$ cat config.mk
export PLATFORM = sky130hd
export DESIGN_NAME = pdc_down_counter8
export DESIGN_NICKNAME = d
export VERILOG_FILES = /design/src/hdl/pdc_pkg.sv /design/src/hdl/pdc_edge_det.sv /design/src/hdl/pdc_sticky_bit.sv /design/src/hdl/pdc_down_counter8.sv
export VERILOG_INCLUDE_DIRS = /design/src /design/src/hdl
export SDC_FILE = /design/constraint.sdc
export NUM_CORES = 1
export LEC_CHECK = 0
export BUFFER_PORTS_ARGS = -buffer_cell sky130_fd_sc_hd__buf_2
export CORE_MARGIN = 10
export CORE_UTILIZATION = 40
export CTS_CLUSTER_DIAMETER = 80
export DETAILED_ROUTE_END_ITERATION = 6
export GPL_ROUTABILITY_DRIVEN = 0
export GPL_TIMING_DRIVEN = 0
export HOLD_SLACK_MARGIN = 0.12
export PLACE_DENSITY = 0.72
export SLEW_MARGIN = 15
export SYNTH_ARGS = -nofsm -noshare
export SYNTH_HDL_FRONTEND = slang
export SYNTH_HIERARCHICAL = 1
export SYNTH_SLANG_ARGS = --single-unit
$ cat constraint.sdc
create_clock -name mclk -period 2.6 [get_ports mclk]
set_input_delay 0.78 -clock mclk [delete_from_list [all_inputs] [get_ports mclk]]
set_output_delay 0.78 -clock mclk [all_outputs]
set_load 0.02 [all_outputs]
$ cat src/hdl/pdc_map.svh
// Purpose: constants of the presettable 8-bit down counter
// Assumes: included by its bare name, definitions only
// Notes:   offsets are byte addresses on the plain register port
//
// Notes on behaviour
// - eight-bit count, zero shown on one output
// - all controls and zero output active low
// - state changes on rising count clock edge
// - enabled and no load: count down by one
// - enable high: count holds steady
// - zero output low at zero while enabled
// - sync load takes load value on edge
// - async load forces load value at once; here it is taken at the next mclk edge
// - master clear forces count to 255
// - priority clear, async load, sync load, enable
// - down from zero wraps to 255
// - load_value bit seven is most significant
`ifndef PDC_MAP_SVH
`define PDC_MAP_SVH

// ==========================================================
// register offsets
`define PDC_CTRL_OFS    4'h0
`define PDC_COUNT_OFS   4'h4
`define PDC_STATUS_OFS  4'h8
`define PDC_MASK_OFS    4'hC

// ==========================================================
// field positions
`define PDC_CTRL_TSEL   0
`define PDC_COUNT_ZERO  8
`define PDC_ST_ZERO     0
`define PDC_ST_WRAP     1
`define PDC_ST_LOAD     2
`define PDC_ST_NUM      3

// ==========================================================
// reset and count values
`define PDC_CNT_MAX     8'hFF
`define PDC_CNT_ZERO    8'h00
`define PDC_CNT_ONE     8'h01
`define PDC_CTRL_RST    1'h0
`define PDC_MASK_RST    3'h0

`endif

$ cat src/hdl/pdc_pkg.sv
// Purpose: types shared by the down counter files
// Assumes: nothing
// Notes:   never imported, always scoped
`default_nettype none

package pdc_pkg;

  // ========================================================
  // count word
  typedef logic [7:0] pdc_count_t;

  // ========================================================
  // action chosen on a cycle, lowest priority first
  typedef enum logic [2:0] {
    PDC_ACT_HOLD  = 3'b000,
    PDC_ACT_DOWN  = 3'b001,
    PDC_ACT_SLOAD = 3'b010,
    PDC_ACT_ALOAD = 3'b011,
    PDC_ACT_CLEAR = 3'b100
  } pdc_act_e;

endpackage

`default_nettype wire

$ cat src/hdl/pdc_edge_det.sv
// Purpose: rising edge finder for a sampled level
// Assumes: input already synchronous to mclk
// Notes:   one cycle pulse, in the same cycle the rise is seen
`default_nettype none

module pdc_edge_det (
  // clock and reset
  input  wire logic mclk,
  input  wire logic rst_n,
  // level in, pulse out
  input  wire logic level_in,
  output var  logic rise_pulse
);

  logic prev_r;  // level one cycle back

  // ==========================================================
  // history flop; reset high so a level high at release
  // is not mistaken for an edge
  always_ff @(posedge mclk) begin
    if (!rst_n) begin
      prev_r <= 1'b1;
    end else begin
      prev_r <= level_in;
    end
  end

  // low last cycle, high now
  assign rise_pulse = level_in & ~prev_r;

endmodule

`default_nettype wire

$ cat src/hdl/pdc_sticky_bit.sv
// Purpose: one sticky status bit, write one to clear
// Assumes: set and clear are one cycle strobes or levels
// Notes:   a set in the clearing cycle wins
`default_nettype none

module pdc_sticky_bit #(
  parameter logic RST_VAL = 1'b0  // value after reset
) (
  // clock and reset
  input  wire logic mclk,
  input  wire logic rst_n,
  // event and software clear
  input  wire logic set_in,
  input  wire logic clr_in,
  output var  logic flag_r
);

  // ==========================================================
  // set beats clear so no event is lost
  always_ff @(posedge mclk) begin
    if (!rst_n) begin
      flag_r <= RST_VAL;
    end else if (set_in) begin
      flag_r <= 1'b1;
    end else if (clr_in) begin
      flag_r <= 1'b0;
    end
  end

endmodule

`default_nettype wire

$ cat src/hdl/pdc_down_counter8.sv
// Purpose: presettable 8-bit down counter with register port
// Assumes: all pins synchronous to mclk, one clock domain
// Notes:   count clock is sampled, async controls act at the
//          next mclk edge, zero output is registered
`include "pdc_map.svh"
`default_nettype none

module pdc_down_counter8 #(
  parameter int AW = 4,   // register address width
  parameter int DW = 32   // register data width
) (
  // system clock and reset
  input  wire logic          mclk,
  input  wire logic          rst_n,
  // counter pins
  input  wire logic          count_clock,
  input  wire logic          master_clear_n,
  input  wire logic          async_load_n,
  input  wire logic          sync_load_n,
  input  wire logic          count_enable_n,
  input  wire logic [7:0]    load_value,
  output var  logic          zero_count_n,
  // register port
  input  wire logic [AW-1:0] addr,
  input  wire logic [DW-1:0] wr_data,
  input  wire logic          wr_en,
  input  wire logic          rd_en,
  output var  logic [DW-1:0] rd_data,
  // interrupt
  output var  logic          irq
);

  // ==========================================================
  // internal state
  pdc_pkg::pdc_count_t count_r;    // the count itself
  pdc_pkg::pdc_count_t count_nxt;  // next count
  pdc_pkg::pdc_act_e   act;        // action of this cycle
  logic                tick_sel_r; // 1: count every mclk
  logic                clk_rise;   // count clock rose
  logic                tick;       // counting edge
  logic                zc_nxt;     // next zero output
  logic [2:0]          mask_r;     // interrupt mask
  logic [2:0]          status;     // sticky flags
  logic [2:0]          st_set;     // flag set events
  logic [2:0]          st_clr;     // flag clears
  logic [DW-1:0]       rd_nxt;     // read mux

  // ==========================================================
  // count clock edge finder
  pdc_edge_det u_edge (
    .mclk       (mclk),
    .rst_n      (rst_n),
    .level_in   (count_clock),
    .rise_pulse (clk_rise)
  );

  // the counting edge is the rising count clock, or every
  // mclk when software picks the internal source
  assign tick = tick_sel_r | clk_rise;

  // ==========================================================
  // action decode in fixed priority; low means active
  always_comb begin
    if (!master_clear_n) begin
      act = pdc_pkg::PDC_ACT_CLEAR;
    end else if (!async_load_n) begin
      act = pdc_pkg::PDC_ACT_ALOAD;
    end else if (tick && !sync_load_n) begin
      act = pdc_pkg::PDC_ACT_SLOAD;
    end else if (tick && !count_enable_n) begin
      act = pdc_pkg::PDC_ACT_DOWN;
    end else begin
      act = pdc_pkg::PDC_ACT_HOLD;
    end
  end

  // ==========================================================
  // next count from the action
  always_comb begin
    unique case (act)
      pdc_pkg::PDC_ACT_CLEAR: begin
        count_nxt = `PDC_CNT_MAX;
      end
      pdc_pkg::PDC_ACT_ALOAD: begin
        // bit 7 of load_value is the top bit
        count_nxt = load_value;
      end
      pdc_pkg::PDC_ACT_SLOAD: begin
        count_nxt = load_value;
      end
      pdc_pkg::PDC_ACT_DOWN: begin
        // zero minus one wraps to the top naturally
        count_nxt = count_r - `PDC_CNT_ONE;
      end
      pdc_pkg::PDC_ACT_HOLD: begin
        count_nxt = count_r;
      end
      default: begin
        // unused codes hold, never corrupt the count
        count_nxt = count_r;
      end
    endcase
  end

  // ==========================================================
  // count register; system reset behaves as master clear
  always_ff @(posedge mclk) begin
    if (!rst_n) begin
      count_r <= `PDC_CNT_MAX;
    end else begin
      count_r <= count_nxt;
    end
  end

  // ==========================================================
  // zero output, computed from the next count so that it
  // lines up with the count register; held high whenever
  // counting is disabled, giving cascade stages a clean
  // enable chain
  assign zc_nxt = ~((count_nxt == `PDC_CNT_ZERO) & ~count_enable_n);

  always_ff @(posedge mclk) begin
    if (!rst_n) begin
      zero_count_n <= 1'b1;
    end else begin
      zero_count_n <= zc_nxt;
    end
  end

  // ==========================================================
  // control register
  always_ff @(posedge mclk) begin
    if (!rst_n) begin
      tick_sel_r <= `PDC_CTRL_RST;
    end else if (wr_en && addr == `PDC_CTRL_OFS) begin
      tick_sel_r <= wr_data[`PDC_CTRL_TSEL];
    end
  end

  // ==========================================================
  // mask register
  always_ff @(posedge mclk) begin
    if (!rst_n) begin
      mask_r <= `PDC_MASK_RST;
    end else if (wr_en && addr == `PDC_MASK_OFS) begin
      mask_r <= wr_data[`PDC_ST_NUM-1:0];
    end
  end

  // ==========================================================
  // events: zero reached, wrap past zero, any preset
  assign st_set[`PDC_ST_ZERO] = ~zc_nxt & zero_count_n;
  assign st_set[`PDC_ST_WRAP] = (act == pdc_pkg::PDC_ACT_DOWN)
                              & (count_r == `PDC_CNT_ZERO);
  assign st_set[`PDC_ST_LOAD] = (act == pdc_pkg::PDC_ACT_ALOAD)
                              | (act == pdc_pkg::PDC_ACT_SLOAD);

  // write one to clear
  assign st_clr = (wr_en && addr == `PDC_STATUS_OFS)
                ? wr_data[`PDC_ST_NUM-1:0] : 3'h0;

  // one sticky cell per event
  for (genvar g = 0; g < `PDC_ST_NUM; g++) begin : g_st
    pdc_sticky_bit #(
      .RST_VAL (1'b0)
    ) u_st (
      .mclk   (mclk),
      .rst_n  (rst_n),
      .set_in (st_set[g]),
      .clr_in (st_clr[g]),
      .flag_r (status[g])
    );
  end

  // ==========================================================
  // interrupt level, one cycle behind the flags
  always_ff @(posedge mclk) begin
    if (!rst_n) begin
      irq <= 1'b0;
    end else begin
      irq <= |(status & mask_r);
    end
  end

  // ==========================================================
  // read mux; unmapped offsets read zero
  always_comb begin
    rd_nxt = '0;
    unique case (addr)
      `PDC_CTRL_OFS: begin
        rd_nxt[`PDC_CTRL_TSEL] = tick_sel_r;
      end
      `PDC_COUNT_OFS: begin
        rd_nxt[7:0]             = count_r;
        rd_nxt[`PDC_COUNT_ZERO] = zero_count_n;
      end
      `PDC_STATUS_OFS: begin
        rd_nxt[`PDC_ST_NUM-1:0] = status;
      end
      `PDC_MASK_OFS: begin
        rd_nxt[`PDC_ST_NUM-1:0] = mask_r;
      end
      default: begin
        rd_nxt = '0;
      end
    endcase
  end

  // read data stand one cycle, only after a read strobe
  always_ff @(posedge mclk) begin
    if (!rst_n) begin
      rd_data <= '0;
    end else if (rd_en) begin
      rd_data <= rd_nxt;
    end else begin
      rd_data <= '0;
    end
  end
endmodule

`default_nettype wire

==> impl_metrics.ini, run 1 <==
[clocking]
cts_max_level = 1
cts_hold_buf = 0
cts_buffers = 3
clock_tree.root_cell = clkbuf_8
cts.sinks = 27
clk_pin_slew_ns = 0.10
cts_tree = built
cts.path.max_buffers = 2
clk_latency_ns = 0.28

[routing]
wl_mm = 4.08
antenna_left = 0
routed_via_density = 4.95
drc = 0
drt_pre_antenna_iters = 4
dr.first_iter.drc_count = 125
wl_per_cell_um = 14.2
via_count = 1425

[worst_setup_path]
reg2reg_from = count_r[1]
crit_type = primary input to flop
cp-end-kind = flop
arrival_ns = 2.72
cpPeakStageDelay_ns = 0.54
critPathMaxFanout = 7
r2r_slack_ns = 0.21
reg2reg_depth = 7
path_cells = buf_2 > nor2b_4 > o21ba_2 > o21ai_1 > nor2_1 > o311ai_1 > nor4_1 > o21a_1
required_ns = 2.79
r2r-end = zero_count_n
critPathBufInv = 1
crit_path_start_kind = primary input
cp_slowest_cell = o21ai_1
cp_top_family = compound AO/OA/AOI/OAI gates

[final_layout]
antenna_cells = 0
layout_commonest_cell = buf_2
layout-drive-gt1-share = 0.350
final_nets = 295
final_cell_mix = 34 x buf_2, 27 x dfxtp_1, 24 x buf_4
syn2layout_area_growth_pct = 23.7

[sta]
worst_pin_slew_ns = 0.686
fmax_mhz = 394
final.setup.tns_ns = 0
clock_skew_ns = 0.00472
maxSlewHeadroom = 0.540
setup_viol = 0
grt_setup_unrepaired = false
hold_viol = 0
final.min_clock_period_ns = 2.54
slew_viol_final = 0
post-route-period-util = 0.975

[floorplan]
die_w_um = 82.8
dieArea_um2 = 6850
io_pins = 87
coreArea_um2 = 3740
start_util = 0.421
row_count = 22
dieHeight_um = 82.8

[power_and_ir_drop]
power.internal_mw = 0.595
power.density_nw_per_um2 = 427
vdd_drop_max_mv = 0.234
clkPwrFrac = 0.300
combinationalPowerShare = 0.182
power_mw = 0.833
power.switching_mw = 0.238
seqPwrFrac = 0.517
cellLeakagePower_nw = 0.886
switching_share = 0.286

[place]
dp_hpwl_mm = 3.21
io_buffers = 33

[hold_path]
holdCritStartpoint = zero_count_n
hold_class = flop to flop
holdPathStages = 1
min_to = rd_data[8]

[synth]
synth_ff_type = dfxtp_1
async_flop_share = 0
netlist_instances = 181
yosysSeqAreaShare = 0.343
synth_cell_types = 51
syn_area_um2 = 1580
avgSynthCellArea_um2 = 8.70
synth-seq-cells = 27
yosys_warnings = 6
synth-edff-count = 0

[grt]
grt_pass1_wl_mm = 6.44
track_usage = 0.119
antenna_found_initial = 0
grt_pass1_vias = 1401
grt_max_degree = 17
overflow = 0

[status]
status = finished, final reports clean

[run]
drv_cap = 0
-- timing repair --
item                                    CTS  global route
pin swaps                                 0             0
buffers inserted                          0             0
endpoints found under the setup margin    1             2
gates resized for setup                   1             3
-- area by class of cell --
type                    instances  area (um2)
clock inverters                 1        7.51
repair buffers                 33         165
well taps                      48        60.1
multi-input cells             142         916
fillers                       391        1790
flip-flops and latches         27         541
clock buffers                   3        41.3
plain buffers                  27         193
inverters                       7        26.3
-- state kept, by name, indices dropped and copies added, names as in the netlist --
register	flops
tick_sel_r	1
rd_data	9
zero_count_n	1
u_edge/prev_r	1
count_r	8
irq	1
mask_r	3
g_st.u_st/flag_r	3
-- worst max path at each step --
stage	start	end	slack [ns]	cells past startpoint
2_1_floorplan	count_clock	zero_count_n	0.1	7
3_3_place_gp	count_clock	g_st[0].u_st/flag_r	-0.32	8
3_5_place_dp	count_clock	g_st[0].u_st/flag_r	-0.32	8
4_1_cts	count_clock	g_st[0].u_st/flag_r	0.04	9
5_1_grt	count_clock	zero_count_n	0.01	8
6_report	count_clock	g_st[0].u_st/flag_r	0.06	8
-- per-stage QoR --
stage	setup WS, ns	hold slack (ns)	utilization	instance area, um2	cells
after floorplan	0.0950	0.466	-	1660	203
after global placement	-0.323	0.466	0.503	1880	284
after detailed placement	-0.318	0.489	0.503	1880	284
after CTS	0.0432	0.505	0.517	1940	288
after global routing	0.0124	0.523	0.521	1950	288
final	0.0650	0.501	0.521	1950	288
-- synthesized netlist by cell type, types with 3 or more instances --
cell      count  area (um2)
nor4_1        5        31.3
or3_1         4        25.0
o31ai_1       4        30.0
nor2b_1       3        18.8
nor2_1       11        41.3
nand2_1      13        48.8
buf_4        24         180
o21ai_0       8        40.0
nor3_1        7        35.0
and2_1        8        50.1
mux2i_1       3        30.0
nand3_1       3        15.0
inv_1         7        26.3
dfxtp_1      27         541
o21a_1        3        22.5
a21boi_0      3        22.5
nor2b_4       4        55.1
-- power groups by stage --
stage | sequential (mW) | combinational, mW | clock, mW
2_1_floorplan | 0.439 | 0.107 | 0
3_3_place_gp | 0.440 | 0.145 | 0
3_5_place_dp | 0.440 | 0.147 | 0
4_1_cts | 0.430 | 0.148 | 0.253
5_1_grt | 0.432 | 0.168 | 0.270
6_report | 0.431 | 0.152 | 0.250
-- per-layer routing --
metal	wire, um	global-route usage
met5	0	0
met4	77	0.0619
met3	577	0.0443
met2	1850	0.181
met1	1580	0.144
-- cells by family after synthesis --
group / share of synthesized area
adders and majority gates: 0.00794
DFF: 0.343
other: 0.00238
AOI/OAI and AO/OA: 0.189
muxes: 0.0262
buffers and inverters: 0.139
and+or+nand+nor: 0.292
(Power assumes the default switching activity.)
==> run 2, diff against run 1 <==
- CORE_ASPECT_RATIO: default -> 1.75
- CORE_MARGIN: 10 -> default
==> impl_metrics.ini, run 2 (synthesis gave the netlist of run 1 again) <==
[sta]
post-route-period-util = 0.950
maxSlewHeadroom = 0.594
layout_setup_ws_ns = 0.130
final.min_clock_period_ns = 2.47
setup_viol = 0
grt_setup_unrepaired = false
final.setup.tns_ns = 0
fmax_mhz = 405
hold_viol = 0
slew_viol_final = 0
clock_skew_ns = 0.00368
worst_pin_slew_ns = 0.605

[routing]
met3_length_um = 179
wl_per_cell_um = 12.6
dr.first_iter.drc_count = 27
drc = 0
top_layer_used = met4
antenna_left = 0
wl_mm = 3.60
met1_length_mm = 1.31
routed_via_density = 4.96
via_count = 1418
routed-wl-met2_mm = 2.04
drt_pre_antenna_iters = 4

[clocking]
post_cts_resized = 0
clock_tree.root_cell = clkbuf_8
clk_latency_ns = 0.27
cts.path.max_buffers = 2
cts_tree = built
clk_pin_slew_ns = 0.09
cts.sinks = 27
postCtsSetupRepairBufs = 0
cts_buffers = 3
cts_hold_buf = 0
cts_max_level = 1

[run]
drv_cap = 0

[grt]
track_usage = 0.171
grt_pass1_vias = 1254
overflow = 0
grt_max_degree = 16
antenna_found_initial = 0
grt_pass1_wl_mm = 5.49

[final_layout]
antenna_cells = 0
syn2layout_area_growth_pct = 23.0
largest_reg_flops = 9
final_nets = 295
layout-drive-gt1-share = 0.346
n_fill_cell = 393
layout_commonest_cell = buf_2
max_flop_register = rd_data
multi_input_area_um2 = 910
final-seq-area_um2 = 541
reg_top3 = rd_data x9, count_r x8
final_cell_mix = 34 x buf_2, 27 x dfxtp_1, 24 x buf_4

[worst_setup_path]
r2r_slack_ns = 0.24
critPathBufInv = 2
path_cells = buf_2 > nand2b_1 > buf_2 > o31a_1 > o32ai_2 > o311ai_1 > or4_1
cp_slowest_cell = or4_1
reg2reg_depth = 7
reg2reg_from = count_r[0]
r2r-end = zero_count_n
crit_path_start_kind = primary input
cpPeakStageDelay_ns = 0.54
cp.depth = 7
crit_type = primary input to flop
cp_top_family = compound AO/OA/AOI/OAI gates
cp-end-kind = flop
arrival_ns = 2.62
cp_common_cell = buf_2
critPathMaxFanout = 10
required_ns = 2.75

[status]
status = finished, final reports clean

[floorplan]
row_count = 29
start_util = 0.426
die_w_um = 49.4
dieHeight_um = 85.0
coreArea_um2 = 3700
dieArea_um2 = 4200
io_pins = 87

[power_and_ir_drop]
power.density_nw_per_um2 = 421
vdd_drop_max_mv = 0.239
cellLeakagePower_nw = 0.890

[place]
io_buffers = 33
dp_hpwl_mm = 2.93
pre_cts_slack_ns = -0.261

[hold_path]
holdPathStages = 1
hold_class = flop to flop
holdCritStartpoint = zero_count_n
min_to = rd_data[8]
==> run 2: cell count changes in the layout (fill, tap and decap cells not counted), sizes merged <==
cell,change
clkinv,+1
clkinvlp,-1
==> run 2: worst register-to-register path: stages, from the launching register on <==
cell and delay [ns]:
dfxtp_1 0.37, inv_1 0.07, ha_1 0.16, or3b_1 0.38
o31a_1 0.26, o32ai_2 0.28, o311ai_1 0.18, or4_1 0.54
==> run 2: layout make-up <==
cell class | instances | share of cell area
plain buffers | 27 | 0.0994
flip-flops and latches | 27 | 0.279
clock inverters | 1 | 0.00258
clock buffers | 3 | 0.0213
multi-input cells | 142 | 0.469
inverters | 7 | 0.0136
well taps | 46 | 0.0297
repair buffers | 33 | 0.0852
==> run 2: report_power, final <==
| group | internal, mW | switching, mW |
|---|---|---|
| combinational | 0.0636 | 0.0853 |
| clock | 0.107 | 0.128 |
| sequential | 0.422 | 0.00925 |
==> run 2: layer usage <==
metal | track usage | vias up
li1 | - | 720
met1 | 0.158 | 639
met2 | 0.349 | 53
met3 | 0.0179 | 6
met4 | 0.0857 | 0
met5 | 0 | -
==> run 2: how the worst max path moves through the flow <==
stage	start	to	slack, ns
finish	count_enable_n	zero_count_n	0.13
global route	count_clock	g_st[0].u_st/flag_r	0.02
CTS	count_clock	g_st[0].u_st/flag_r	0.04
detailed placement	count_clock	g_st[0].u_st/flag_r	-0.26
global placement	count_clock	g_st[0].u_st/flag_r	-0.20
floorplan	count_clock	zero_count_n	0.1
==> run 2: through the flow <==
step	hold WS (ns)	cells	instance area, um2	power, mW	utilization
2_1_floorplan	0.466	203	1660	0.546	-
3_3_place_gp	0.480	282	1880	0.585	0.508
3_5_place_dp	0.488	282	1880	0.587	0.508
4_1_cts	0.504	286	1930	0.825	0.521
5_1_grt	0.521	286	1940	0.855	0.524
6_report	0.496	286	1940	0.816	0.524
